File: src/hw/ioexp_cfg_defines.vh
// Register offsets, field positions and reset values of the compare/config bank
`ifndef IOEXP_CFG_DEFINES_VH
`define IOEXP_CFG_DEFINES_VH

// ----------------------------------------
// Register offsets
// ----------------------------------------
`define ADDR_PIN_CHANGE_IRQ_ENABLE  8'h02
`define ADDR_DEFAULT_COMPARE_VALUE  8'h03
`define ADDR_COMPARE_SOURCE_SELECT  8'h04
`define ADDR_DEVICE_CONFIGURATION   8'h05

// ----------------------------------------
// Configuration fields
// ----------------------------------------
`define CFG_IRQ_ACTIVE_HIGH_BIT     1
`define CFG_IRQ_OPEN_DRAIN_BIT      2
`define CFG_HW_ADDR_ENABLE_BIT      3
`define CFG_SDA_SLEW_DISABLE_BIT    4
`define CFG_PTR_INC_DISABLE_BIT     5
`define CFG_WRITABLE_MASK           8'h3E

// ----------------------------------------
// Reset values
// ----------------------------------------
`define RST_PIN_CHANGE_IRQ_ENABLE   8'h00
`define RST_DEFAULT_COMPARE_VALUE   8'h00
`define RST_COMPARE_SOURCE_SELECT   8'h00
`define RST_DEVICE_CONFIGURATION    8'h00

`endif

File: src/hw/pin_sync.v
// Three-stage synchroniser for the port pins, change accepted when last two agree
`timescale 1ns/1ps
module pin_sync (
    input  wire       clk_in,
    input  wire       rst_n_in,
    input  wire       ce_in,
    input  wire [7:0] pin_in,
    output reg  [7:0] pin_out
);
    reg [7:0] s1_q;
    reg [7:0] s2_q;
    reg [7:0] s3_q;

    always @(posedge clk_in or negedge rst_n_in) begin
        if (!rst_n_in) begin
            s1_q    <= 8'h00;
            s2_q    <= 8'h00;
            s3_q    <= 8'h00;
            pin_out <= 8'h00;
        end else if (ce_in) begin
            s1_q <= pin_in;
            s2_q <= s1_q;
            s3_q <= s2_q;
            // Agreement of stages two and three filters a metastable settle
            pin_out <= (s2_q & s3_q) | (pin_out & (s2_q ^ s3_q));
        end
    end
endmodule

File: src/hw/irq_pin_drive.v
// Interrupt output pin stage: push-pull with polarity or open-drain
`timescale 1ns/1ps
module irq_pin_drive (
    input  wire irq_active_in,
    input  wire open_drain_in,
    input  wire active_high_in,
    output wire pin_out,
    output wire pin_oe_out
);
    // Open-drain pulls low only and ignores polarity
    assign pin_out    = open_drain_in ? 1'b0 :
                        (active_high_in ? irq_active_in : ~irq_active_in);
    assign pin_oe_out = open_drain_in ? irq_active_in : 1'b1;
endmodule

File: src/hw/ioexp_irq_compare_config.v
// Compare/config register bank with per-pin change detect for an 8-bit I/O expander
`timescale 1ns/1ps
`include "ioexp_cfg_defines.vh"

// Function
// - Enabled pin in default mode interrupts when level opposes its default bit.
// - Eight-bit default-compare register gives reference level per pin.
// - Select bit set: pin compared with its default-compare bit.
// - Select bit clear: pin compared with previous value; difference interrupts.
// - Compare-source select holds eight independent per-pin bits.
// - Pointer-increment-disable 1 holds address pointer; 0 lets it increment.
// - Slew-disable bit drives SDA slew control: 0 controlled, 1 off.
// - SPI variant: address-enable bit 1 uses address pins, 0 ignores them.
// - I2C variant ignores address-enable bit and always uses address pins.
// - Open-drain bit 1 makes interrupt open-drain, polarity ignored.
// - Push-pull interrupt: polarity 1 active-high, 0 active-low.
// - Configuration bits 7, 6 and 0 always read zero.
// - Only pins enabled in change-enable register can interrupt.
// - Previous-mode reference takes new pin level after an interrupt.
module ioexp_irq_compare_config #(
    parameter SPI_VARIANT = 1'b0
) (
    // Clock, reset, enable
    input  wire       MCLK_IN,
    input  wire       RSTN_IN,
    input  wire       CE_IN,
    // Register port from the serial engine
    input  wire [7:0] REG_ADDR_IN,
    input  wire [7:0] REG_WDATA_IN,
    input  wire       REG_WR_IN,
    input  wire       REG_RD_IN,
    output reg  [7:0] REG_RDATA_OUT,
    output wire       REG_HIT_OUT,
    // Address pointer control
    input  wire       BYTE_DONE_IN,
    output wire       PTR_INCREMENT_OUT,
    // Address matching
    input  wire       HW_ADDRESS_PIN_1_IN,
    input  wire       HW_ADDRESS_PIN_0_IN,
    output wire       ADDR_PINS_USED_OUT,
    output wire [1:0] ADDR_MATCH_BITS_OUT,
    // SDA output control
    output wire       SDA_SLEW_CTRL_EN_OUT,
    // Port pins and interrupt detector
    input  wire [7:0] PORT_PIN_IN,
    input  wire [7:0] PIN_IS_INPUT_IN,
    input  wire       IRQ_CLEAR_IN,
    output reg  [7:0] CHANGE_MATCH_OUT,
    output wire       IRQ_ACTIVE_OUT,
    // Interrupt pin
    output wire       IRQ_PIN_OUT,
    output wire       IRQ_PIN_OE_OUT
);

    // ----------------------------------------
    // Register storage
    // ----------------------------------------
    reg  [7:0] pin_change_irq_enable_q;
    reg  [7:0] default_compare_value_q;
    reg  [7:0] compare_source_select_q;
    reg  [7:0] device_configuration_q;
    reg  [7:0] ref_level_q;
    reg        irq_pending_q;
    reg  [7:0] change_match_d;
    wire [7:0] pin_level;

    function is_addr;
        input [7:0] a;
        input [7:0] b;
        begin
            is_addr = (a == b);
        end
    endfunction

    wire wr_en   = CE_IN & REG_WR_IN;
    wire wr_gpen = wr_en & is_addr(REG_ADDR_IN, `ADDR_PIN_CHANGE_IRQ_ENABLE);
    wire wr_def  = wr_en & is_addr(REG_ADDR_IN, `ADDR_DEFAULT_COMPARE_VALUE);
    wire wr_src  = wr_en & is_addr(REG_ADDR_IN, `ADDR_COMPARE_SOURCE_SELECT);
    wire wr_cfg  = wr_en & is_addr(REG_ADDR_IN, `ADDR_DEVICE_CONFIGURATION);

    assign REG_HIT_OUT = is_addr(REG_ADDR_IN, `ADDR_PIN_CHANGE_IRQ_ENABLE)
                       | is_addr(REG_ADDR_IN, `ADDR_DEFAULT_COMPARE_VALUE)
                       | is_addr(REG_ADDR_IN, `ADDR_COMPARE_SOURCE_SELECT)
                       | is_addr(REG_ADDR_IN, `ADDR_DEVICE_CONFIGURATION);

    always @(posedge MCLK_IN or negedge RSTN_IN) begin
        if (!RSTN_IN) begin
            pin_change_irq_enable_q <= `RST_PIN_CHANGE_IRQ_ENABLE;
            default_compare_value_q <= `RST_DEFAULT_COMPARE_VALUE;
            compare_source_select_q <= `RST_COMPARE_SOURCE_SELECT;
            device_configuration_q  <= `RST_DEVICE_CONFIGURATION;
        end else begin
            if (wr_gpen) begin
                pin_change_irq_enable_q <= REG_WDATA_IN;
            end
            if (wr_def) begin
                default_compare_value_q <= REG_WDATA_IN;
            end
            if (wr_src) begin
                compare_source_select_q <= REG_WDATA_IN;
            end
            if (wr_cfg) begin
                device_configuration_q <= REG_WDATA_IN & `CFG_WRITABLE_MASK;
            end
        end
    end

    // ----------------------------------------
    // Read data
    // ----------------------------------------
    always @(posedge MCLK_IN or negedge RSTN_IN) begin
        if (!RSTN_IN) begin
            REG_RDATA_OUT <= 8'h00;
        end else if (CE_IN && REG_RD_IN) begin
            case (REG_ADDR_IN)
                `ADDR_PIN_CHANGE_IRQ_ENABLE: REG_RDATA_OUT <= pin_change_irq_enable_q;
                `ADDR_DEFAULT_COMPARE_VALUE: REG_RDATA_OUT <= default_compare_value_q;
                `ADDR_COMPARE_SOURCE_SELECT: REG_RDATA_OUT <= compare_source_select_q;
                `ADDR_DEVICE_CONFIGURATION:
                    REG_RDATA_OUT <= device_configuration_q & `CFG_WRITABLE_MASK;
                default: REG_RDATA_OUT <= 8'h00;
            endcase
        end
    end

    // ----------------------------------------
    // Configuration outputs
    // ----------------------------------------
    assign PTR_INCREMENT_OUT = BYTE_DONE_IN
                             & ~device_configuration_q[`CFG_PTR_INC_DISABLE_BIT];
    assign SDA_SLEW_CTRL_EN_OUT = ~device_configuration_q[`CFG_SDA_SLEW_DISABLE_BIT];
    // I2C variant always matches on its pins
    assign ADDR_PINS_USED_OUT = SPI_VARIANT ?
                                device_configuration_q[`CFG_HW_ADDR_ENABLE_BIT] : 1'b1;
    // Address pins are static straps; sampled unsynchronised by the matcher
    assign ADDR_MATCH_BITS_OUT = ADDR_PINS_USED_OUT ?
                                 {HW_ADDRESS_PIN_1_IN, HW_ADDRESS_PIN_0_IN} : 2'b00;

    // ----------------------------------------
    // Change detection
    // ----------------------------------------
    pin_sync u_pin_sync (
        .clk_in   (MCLK_IN),
        .rst_n_in (RSTN_IN),
        .ce_in    (CE_IN),
        .pin_in   (PORT_PIN_IN),
        .pin_out  (pin_level)
    );

    genvar g;
    generate
        for (g = 0; g < 8; g = g + 1) begin : g_cmp
            always @* begin
                if (compare_source_select_q[g]) begin
                    change_match_d[g] = pin_level[g] ^ default_compare_value_q[g];
                end else begin
                    change_match_d[g] = pin_level[g] ^ ref_level_q[g];
                end
            end
        end
    endgenerate

    wire [7:0] hit = change_match_d & pin_change_irq_enable_q & PIN_IS_INPUT_IN;

    always @(posedge MCLK_IN or negedge RSTN_IN) begin
        if (!RSTN_IN) begin
            ref_level_q      <= 8'h00;
            irq_pending_q    <= 1'b0;
            CHANGE_MATCH_OUT <= 8'h00;
        end else if (CE_IN) begin
            CHANGE_MATCH_OUT <= hit;
            // New event wins over a clear in the same cycle
            if (|hit) begin
                irq_pending_q <= 1'b1;
            end else if (IRQ_CLEAR_IN) begin
                irq_pending_q <= 1'b0;
            end
            // Reference follows the pin once its change has been flagged
            ref_level_q <= (ref_level_q & ~hit) | (pin_level & hit)
                         | (pin_level & ~pin_change_irq_enable_q);
        end
    end

    assign IRQ_ACTIVE_OUT = irq_pending_q;

    irq_pin_drive u_irq_pin_drive (
        .irq_active_in  (irq_pending_q),
        .open_drain_in  (device_configuration_q[`CFG_IRQ_OPEN_DRAIN_BIT]),
        .active_high_in (device_configuration_q[`CFG_IRQ_ACTIVE_HIGH_BIT]),
        .pin_out        (IRQ_PIN_OUT),
        .pin_oe_out     (IRQ_PIN_OE_OUT)
    );

endmodule

File: config.mk
export PLATFORM = sky130hd
export DESIGN_NAME = ioexp_irq_compare_config
export DESIGN_NICKNAME = d
export VERILOG_FILES = /design/src/hw/pin_sync.v /design/src/hw/irq_pin_drive.v /design/src/hw/ioexp_irq_compare_config.v
export VERILOG_INCLUDE_DIRS = /design/src /design/src/hw
export SDC_FILE = /design/constraint.sdc
export NUM_CORES = 1
export LEC_CHECK = 0
export ABC_CLOCK_PERIOD_IN_PS = 1490
export BUFFER_PORTS_ARGS = -buffer_cell sky130_fd_sc_hd__buf_4
export CAP_MARGIN = 20
export CORE_ASPECT_RATIO = 1.75
export CORE_MARGIN = 4
export CORE_UTILIZATION = 35
export DETAILED_ROUTE_END_ITERATION = 10
export MAX_ROUTING_LAYER = met4
export SYNTH_ARGS = -nofsm -noshare
export SYNTH_HDL_FRONTEND = slang
export SYNTH_SLANG_ARGS = --single-unit
File: constraint.sdc
create_clock -name MCLK_IN -period 1.49 [get_ports MCLK_IN]
set_clock_uncertainty 0.15 [all_clocks]
set_input_delay 0.0745 -clock MCLK_IN [delete_from_list [all_inputs] [get_ports MCLK_IN]]
set_output_delay 0.0745 -clock MCLK_IN [all_outputs]
set_load 0.02 [all_outputs]
==> results.toml, run 1 <==
[outcome]
status = "finished with violations"
violations = "hold timing, setup timing"

[placed_design]
hpwl_um = 6628
port_buffers = 60
placed_area_um2 = 4932
pre_cts_ws_ns = -0.4934
globalplace.congestion = 0.7977
dp.cells = 535

[power_and_ir_drop]
power_mw = 5.851
ir_drop_uv = 570.9
pwr-share-clk = 0.385
seq_power_share = 0.467
powerDensity_nw_per_um2 = 1034
pwr-share-comb = 0.147
leakage_nw = 2.595
p_int_mw = 4.464
p_switching_mw = 1.387
swShare = 0.2371

[drt]
dr.first_iter.drc_count = 118
drcViolationCount = 0
routed_wirelength_um = 8956
num_vias = 2885
via_per_inst = 5.000
ant_nets = 0
wire_per_inst_um = 15.52
drt_pass1_iterations = 4

[floorplan]
die_h_um = 148.7
initial_core_util = 0.3568
std_cell_rows = 51
fp.dieArea_um2 = 13150
coreArea_um2 = 11100
pin_count = 66
die_width_um = 88.42

[grt]
grt_antenna_before_repair = 0
grt_pass1_vias = 3026
grt_max_degree = 43
gr-usage-all-layers = 0.1509
grt_pass1_wl_um = 14970
grt_overflow = 0

[yosys]
synth_nets = 361
synth_flop_cell = "dfrtp_1"
ys_types = 34
yosysWarnings = 0
syn_area_um2 = 3961
async_flop_share = 1.000
synth_top_area_frac = 0.5433
synth-seq-area-share = 0.5433
yosysTopAreaCell = "dfrtp_1"
ys_ff_latch = 86
synth_area_leaders = "dfrtp_1, mux2_2, mux2i_1"
avgSynthCellArea_um2 = 12.70
synth-edff-count = 0
ys_top_cells_by_count = "dfrtp_1, mux2_2, a22o_1, mux2i_1, nand2b_1"
synth.most_common_cell = "dfrtp_1"
synth_cells = 312

[sta]
layout_setup_ws_ns = -0.1422
setup_viol = 32
finalWorstPathRequiredPeriod_ns = 1.632
hold_slack_ns = -0.001057
slew_viol_final = 0
hold_viol_final = 1
fin_crit_sh = 1.095
max_freq_mhz = 612.7
rsz0062_at_grt = "true"

[final_layout]
synthToLayoutAreaGrowth_pct = 42.83
utilization = 0.5096
fin_nets = 489
drive_above_1_share = 0.4472
stdcell_area_um2 = 5658
fin_cells = 577
n_antenna_cell = 0

[critical_path]
arrival_ns = 1.70
cp.required_ns = 1.56
critPathCaptureType = "register"
worst-setup-path-type = "reg2reg"
worst_setup_path_start_kind = "register"
crit_top_cell = "mux2i_2"
cp_slowest_cell = "dfrtp_1"
cp_slowest_stage_delay_ns = 0.38
path_cells = "mux2i_2 -> mux2i_2 -> nor4_2 -> nand4_1 -> a22o_1"
cp_max_fo = 3

[cts]
clk_pin_slew_ns = 0.06
clock_sinks = 86
h-tree-depth = 3
cts_tree = "done"
clk_latency_ns = 0.33
root_buffer = "clkbuf_16"
cts_buffers = 9
cts.path.max_buffers = 2

[worst_hold_path]
hold_class = "in2reg"

[run]
cap_violations = 0
power groups by stage:
stage	clock network (mW)	logic [mW]	registers, mW
2_1_floorplan	0	0.455	2.74
3_3_place_gp	0	0.759	2.76
3_5_place_dp	0	0.787	2.77
4_1_cts	2.30	0.863	2.73
5_1_grt	2.39	0.958	2.77
6_report	2.26	0.860	2.74
worst max-delay path: cells and delay by family, from the launching register on:
kind,cells,cell delay (ns)
AND/OR/NAND/NOR,2,0.38
AO/OA/AOI/OAI,1,0.21
multiplexers,2,0.40
flip-flops,1,0.38
stage by stage:
step | hold WS, ns | TNS (ns)
2_1_floorplan | -0.3711 | -8.481
3_3_place_gp | -0.1611 | -13.11
3_5_place_dp | -0.1549 | -13.39
4_1_cts | 0.01860 | -1.968
5_1_grt | 0.01862 | -3.955
6_report | -0.001057 | -1.965
cell type report:
class	instances	area, µm²
inverters	10	40.04
flip-flops and latches	86	2152
multi-input cells	201	1869
fillers	998	5445
repair buffers	132	1130
clock inverters	4	45.04
well taps	132	165.2
clock buffers	12	256.5
logic make-up (layout without fill, tap and decap cells):
logic type	after synthesis	in the layout	synth area share
DFF	86	86	0.5433
muxes	71	71	0.1961
and+or+nand+nor	67	67	0.09981
AOI/OAI and AO/OA	51	51	0.1001
buffers and inverters	25	158	0.02779
adders and majority gates	8	8	0.02527
xor gates and xnor gates	3	3	0.006634
other	1	1	0.0009467
cell usage in the layout, fill, tap and decap left out, types with 10 or more instances in the layout:
cell	instances
buf_4	99
dfrtp_1	86
mux2_2	29
mux2_4	24
dlygate4sd3_1	23
a22o_1	18
nand2b_1	16
nand2_1	14
mux2i_1	10
final timing paths:
path	startpoint	to	slack [ns]	cells past startpoint
hold / removal	CE_IN	CHANGE_MATCH_OUT[2]	-0.001	3
hold reg to reg	REG_RDATA_OUT[6]	REG_RDATA_OUT[6]	0.33	2
max in group asynchronous	RSTN_IN	default_compare_value_q[5]	0.63	3
min in group asynchronous	RSTN_IN	u_pin_sync.s1_q[6]	0.03	2
setup / recovery	compare_source_select_q[6]	IRQ_ACTIVE_OUT	-0.14	5
setup reg to reg	compare_source_select_q[6]	IRQ_ACTIVE_OUT	-0.14	5
metal layers:
layer | GRT usage | share of wire | up-vias
met4 | 0.04992 | 0.014 | 0
li1 | - | - | 1402
met1 | 0.1838 | 0.41 | 1418
met2 | 0.2507 | 0.53 | 58
met5 | - | 0 | -
met3 | 0.02653 | 0.039 | 7
timing repair:
item | CTS | global route
pin swaps | 4 | 18
hold buffers | 23 | 0
hold endpoints to repair | 131 | 0
setup endpoints to repair | 38 | 43
gates resized for setup | 33 | 19
setup buffers | 1 | 4
Power figures use the tool's default switching activity.
==> run 2: changes to the inputs <==
Settings changed: ABC_AREA set to 1.
==> run 2 against run 1 <==
  * The flow finishes with violations (hold timing)
  * Critical endpoint is now IRQ_PIN_OUT
  * Final cell count rose by 30%
  * Worst setup slack improved by 0.22 ns
  * Via count rose by 26%
  * Clock power barely moved
  * Non-clock buffer count fell by 29
  * Sequential share of layout area rose by 1.4 points
  * Highest routed layer unchanged
==> results.toml, run 2 <==
[outcome]
status = "finished with violations"
violations = "hold timing"

[yosys]
synth_cells = 514
yosysTopAreaCell = "dfrtp_1"
synth_area_leaders = "dfrtp_1, nand2_1, o21ai_0"
synth-edff-count = 0
avgSynthCellArea_um2 = 8.118
synth-seq-area-share = 0.5157
ys_ff_latch = 86
syn_area_um2 = 4173
ys_types = 24
synth_nets = 563
ys_top_cells_by_count = "nand2_1, dfrtp_1, o21ai_0"
synth_flop_cell = "dfrtp_1"
yosysWarnings = 0
synth_top_area_frac = 0.5157
synth.most_common_cell = "nand2_1"
async_flop_share = 1.000

[cts]
clk_pin_slew_ns = 0.06
h-tree-depth = 3
clk_latency_ns = 0.35
clock_sinks = 86
root_buffer = "clkbuf_16"
cts_tree = "done"
cts.path.max_buffers = 2
cts_buffers = 9

[sta]
setup_viol = 0
finalWorstPathRequiredPeriod_ns = 1.413
hold_slack_ns = -0.01012
layout_setup_ws_ns = 0.07671
hold_viol_final = 1
fin_crit_sh = 0.9485
tns_ns = 0
rsz0062_at_grt = "true"
slew_viol_final = 0
max_freq_mhz = 707.6

[power_and_ir_drop]
powerDensity_nw_per_um2 = 1021
ir_drop_uv = 580.2
power_mw = 5.569
leakage_nw = 2.984

[final_layout]
stdcell_area_um2 = 5456
fill_cells = 1112
utilization = 0.4685
layout_common_cells = "nand2_1, dfrtp_1, buf_4"
n_antenna_cell = 0
fin_nets = 657
fin_cells = 748
synthToLayoutAreaGrowth_pct = 30.76
final_common_cell = "nand2_1"
drive_above_1_share = 0.1974

[drt]
ant_nets = 0
via_per_inst = 4.866
wire_per_inst_um = 13.65
routed_wirelength_um = 10210
drt_pass1_iterations = 5
num_vias = 3640
drcViolationCount = 0
dr.first_iter.drc_count = 175

[critical_path]
arrival_ns = 1.19
worst_setup_path_start_kind = "register"
critPathCaptureType = "primary output"
worst-setup-path-type = "reg2out"
cp.required_ns = 1.27
cp_max_fo = 3

[grt]
grt_pass1_vias = 3580
grt_overflow = 0
grt_antenna_before_repair = 0
gr-usage-all-layers = 0.1626
grt_pass1_wl_um = 17570
grt_max_degree = 57

[floorplan]
initial_core_util = 0.3583
pin_count = 66
die_h_um = 152.4
fp.dieArea_um2 = 13800
coreArea_um2 = 11650
std_cell_rows = 52
die_width_um = 90.54

[placed_design]
dp.cells = 707
placed_area_um2 = 4876
pre_cts_ws_ns = 0.07216
hpwl_um = 7567
port_buffers = 60
globalplace.congestion = 0.8380

[run]
cap_violations = 0

[worst_hold_path]
hold_class = "in2reg"
run 2: cell types whose count changed in the layout (fill, tap and decap cells not counted), moves of 8 or more:
cell      change
nand2b_1     -16
o21ai_0      +42
nand3_1      +27
buf_4        -23
mux2_2       -29
o21ai_1      +28
a32o_1        -9
mux2i_2       -8
mux2_4       -24
nand2_1     +200
a22o_1       -18
mux2i_1      -10
inv_1        +24
run 2: worst paths after layout:
kind | startpoint | endpoint | slack [ns] | cells past startpoint
max | IRQ_ACTIVE_OUT | IRQ_PIN_OUT | 0.08 | 4
min | PIN_IS_INPUT_IN[6] | CHANGE_MATCH_OUT[6] | -0.01 | 5
max reg2reg | compare_source_select_q[1] | IRQ_ACTIVE_OUT | 0.11 | 10
min reg2reg | u_pin_sync.s1_q[7] | u_pin_sync.s1_q[7] | 0.32 | 2
max in group asynchronous | RSTN_IN | device_configuration_q[1] | 0.59 | 3
min in group asynchronous | RSTN_IN | CHANGE_MATCH_OUT[1] | 0.04 | 2
run 2: cells by family after synthesis:
kind of cell / after synthesis / synth area share
and+or+nand+nor: 286 / 0.3091
DFF: 86 / 0.5157
AOI/OAI and AO/OA: 78 / 0.09445
buffers and inverters: 55 / 0.05577
adders and majority gates: 8 / 0.02399
other: 1 / 0.0008987
run 2: final cells by class:
class	count	area [µm²]	area share
Sequential cell	86	2152	0.3944
Multi-Input combinational cell	373	1823	0.3341
Timing Repair Buffer	103	880.8	0.1614
Clock buffer	9	225.2	0.04127
Tap cell	135	168.9	0.03096
Inverter	35	131.4	0.02408
Clock inverter	7	75.07	0.01376
run 2: where the power goes:
part	switching [mW]	leakage, nW	internal, mW
clock	0.951	0.138	1.30
sequential	0.126	1.06	2.51
combinational	0.377	1.78	0.300
total	1.45	2.98	4.11
run 2: layer usage:
layer,global-route usage,up-vias,share of wire,routed length [µm]
met3,0.03508,11,0.044,452
li1,-,1833,-,-
met1,0.1893,1709,0.41,4191
met4,0.05990,0,0.017,175
met2,0.2740,87,0.53,5390
met5,-,-,0,0
run 2: timing repair:
action / CTS / global route
setup endpoints to repair: 0 / 1
hold buffers: 23 / 0
resized for setup: 0 / 10
endpoints found under the hold margin: 128 / 0
buffers inserted: 0 / 2
run 2: worst max-delay path: stages, from the launching register on:
cell,delay (ns)
dfrtp_1,0.41
inv_1,0.09
o21ai_0,0.07
a21oi_1,0.12
buf_4,0.15
==> run 3: changes to the inputs <==
Settings changed: SETUP_SLACK_MARGIN set to 0.15.
==> run 3 against run 2 <==
  * The run now ends clean
  * Sequential power about the same
  * Routed wire length is 1.7% higher
  * Final cell count up 1.2%
  * Via count increased by 1.8%
  * Power is 0.71% higher
  * Non-clock buffer count up 9
  * Clock power about the same
  * Combinational power increased by 5.3%
  * Sequential cell count stayed put
  * Critical endpoint is now IRQ_ACTIVE_OUT
  * Largest cell class unchanged
==> results.toml, run 3 (same netlist as run 2, synthesis figures left out) <==
[outcome]
status = "complete, no violations"

[final_layout]
utilization = 0.4783
drive_above_1_share = 0.2267
stdcell_area_um2 = 5570
layout_common_cells = "nand2_1, dfrtp_1, buf_4"
fill_cells = 1097
final_common_cell = "nand2_1"
fin_cells = 757
synthToLayoutAreaGrowth_pct = 33.49
n_antenna_cell = 0
fin_nets = 666

[cts]
cts_tree = "done"
h-tree-depth = 3
clk_pin_slew_ns = 0.06
root_buffer = "clkbuf_16"
clk_latency_ns = 0.34
clock_sinks = 86
cts_buffers = 9
cts.path.max_buffers = 2

[power_and_ir_drop]
powerDensity_nw_per_um2 = 1007
ir_drop_uv = 574.1
pwr-share-comb = 0.127
pwr-share-clk = 0.401
swShare = 0.2622
p_int_mw = 4.138
leakage_nw = 3.033
seq_power_share = 0.472
p_switching_mw = 1.471

[sta]
tns_ns = 0
hold_viol_final = 0
fin_crit_sh = 0.9290
slew_viol_final = 0
setup_viol = 0
rsz0062_at_grt = "true"
max_freq_mhz = 722.5
finalWorstPathRequiredPeriod_ns = 1.384

[critical_path]
cp_max_fo = 4
crit_top_cell = "nand2_1"
worst_setup_path_start_kind = "register"
critPathCaptureType = "register"
cp.required_ns = 1.58
cp_slowest_cell = "dfrtp_1"
worst-setup-path-type = "reg2reg"
arrival_ns = 1.47
path_cells = "inv_2 -> nand2_2 -> nand2_2 -> nand2_1 -> nand3b_1 -> nand2_1 -> nor2_1 -> nand2_1 -> nand2_1 -> nand2_1"
rrSetupSlack_ns = 0.11
cp_slowest_stage_delay_ns = 0.40

[floorplan]
initial_core_util = 0.3583
fp.dieArea_um2 = 13800
die_h_um = 152.4
die_width_um = 90.54
coreArea_um2 = 11650
std_cell_rows = 52
pin_count = 66

[grt]
grt_antenna_before_repair = 0
grt_pass1_wl_um = 17800
grt_overflow = 0
grt_max_degree = 57
gr-usage-all-layers = 0.1644
grt_pass1_vias = 3619

[drt]
wl_met1_um = 4274
routed_wirelength_um = 10380
highest_layer = "met4"
ant_nets = 0
drcViolationCount = 0
dr.first_iter.drc_count = 150
wire_per_inst_um = 13.71
drt_pass1_iterations = 4
wl_met3_um = 456
via_per_inst = 4.893
num_vias = 3704
met2_length_um = 5455

[placed_design]
globalplace.congestion = 0.8380
hpwl_um = 7567
placed_area_um2 = 4876
dp.cells = 707
port_buffers = 60

[worst_hold_path]
hold_class = "in2reg"

[run]
cap_violations = 0
run 3: cell count changes in the layout (fill, tap and decap cells not counted), moves of 2 or more:
cell / before / now
nand2_1: 214 / 209
inv_1: 33 / 30
buf_6: 0 / 3
o21ai_1: 30 / 34
nand2_2: 4 / 8
o21ai_0: 46 / 40
inv_2: 2 / 5
buf_4: 76 / 81
o21ai_2: 1 / 3
run 3: final timing paths:
kind | startpoint | to | depth (start not counted)
worst max-delay path | compare_source_select_q[1] | IRQ_ACTIVE_OUT | 10
worst min register to register | u_pin_sync.s1_q[7] | u_pin_sync.s1_q[7] | 2
worst min-delay path | REG_RD_IN | REG_RDATA_OUT[5] | 5
worst max register to register | compare_source_select_q[1] | IRQ_ACTIVE_OUT | 10
min in group asynchronous | RSTN_IN | CHANGE_MATCH_OUT[1] | 2
max in group asynchronous | RSTN_IN | device_configuration_q[1] | 3
run 3: routing by layer:
metal,vias up,global-route usage
met3,17,0.03508
met2,85,0.2786
met1,1751,0.1906
li1,1851,-
met4,0,0.05990
met5,-,-
run 3: final cells by class:
cell class                 count  area [µm²]  area share
clock buffer                   9       225.2     0.04043
tap                          135       168.9     0.03032
inverter                      35       131.4     0.02358
multi-input combinational    373        1856      0.3331
sequential                    86        2152      0.3863
clock inverter                 7       75.07     0.01348
timing repair buffer         112       962.2      0.1727
run 3: per-stage QoR:
stage	setup slack (ns)	total power, mW	hold WS (ns)
after CTS	0.1217	5.654	0.003416
after detailed placement	0.07216	3.302	-0.1223
final	0.1058	5.609	0.004756
after global routing	-0.01027	5.890	0.03199
after floorplan	0.2664	3.003	-0.3711
after global placement	0.07904	3.269	-0.1285
run 3: power groups by stage:
stage / sequential, mW / clock (mW) / combinational, mW
after floorplan: 2.65 / 0 / 0.349
after global placement: 2.67 / 0 / 0.599
after detailed placement: 2.68 / 0 / 0.621
after CTS: 2.64 / 2.32 / 0.702
after global routing: 2.67 / 2.40 / 0.823
final: 2.65 / 2.25 / 0.713
run 3: repair_timing:
action                                 in CTS  in global routing
pin swaps                                   1                  6
setup endpoints to repair                   4                 13
gates resized for setup                    10                 22
setup buffers                               5                  5
endpoints found under the hold margin     130                  0
hold buffers                               24                  0
run 3: critical path, delay by kind of cell, from the launching register on:
| kind | cells | cell delay, ns |
|---|---|---|
| flops | 1 | 0.40 |
| buf+inv | 1 | 0.08 |
| simple gates | 9 | 0.64 |
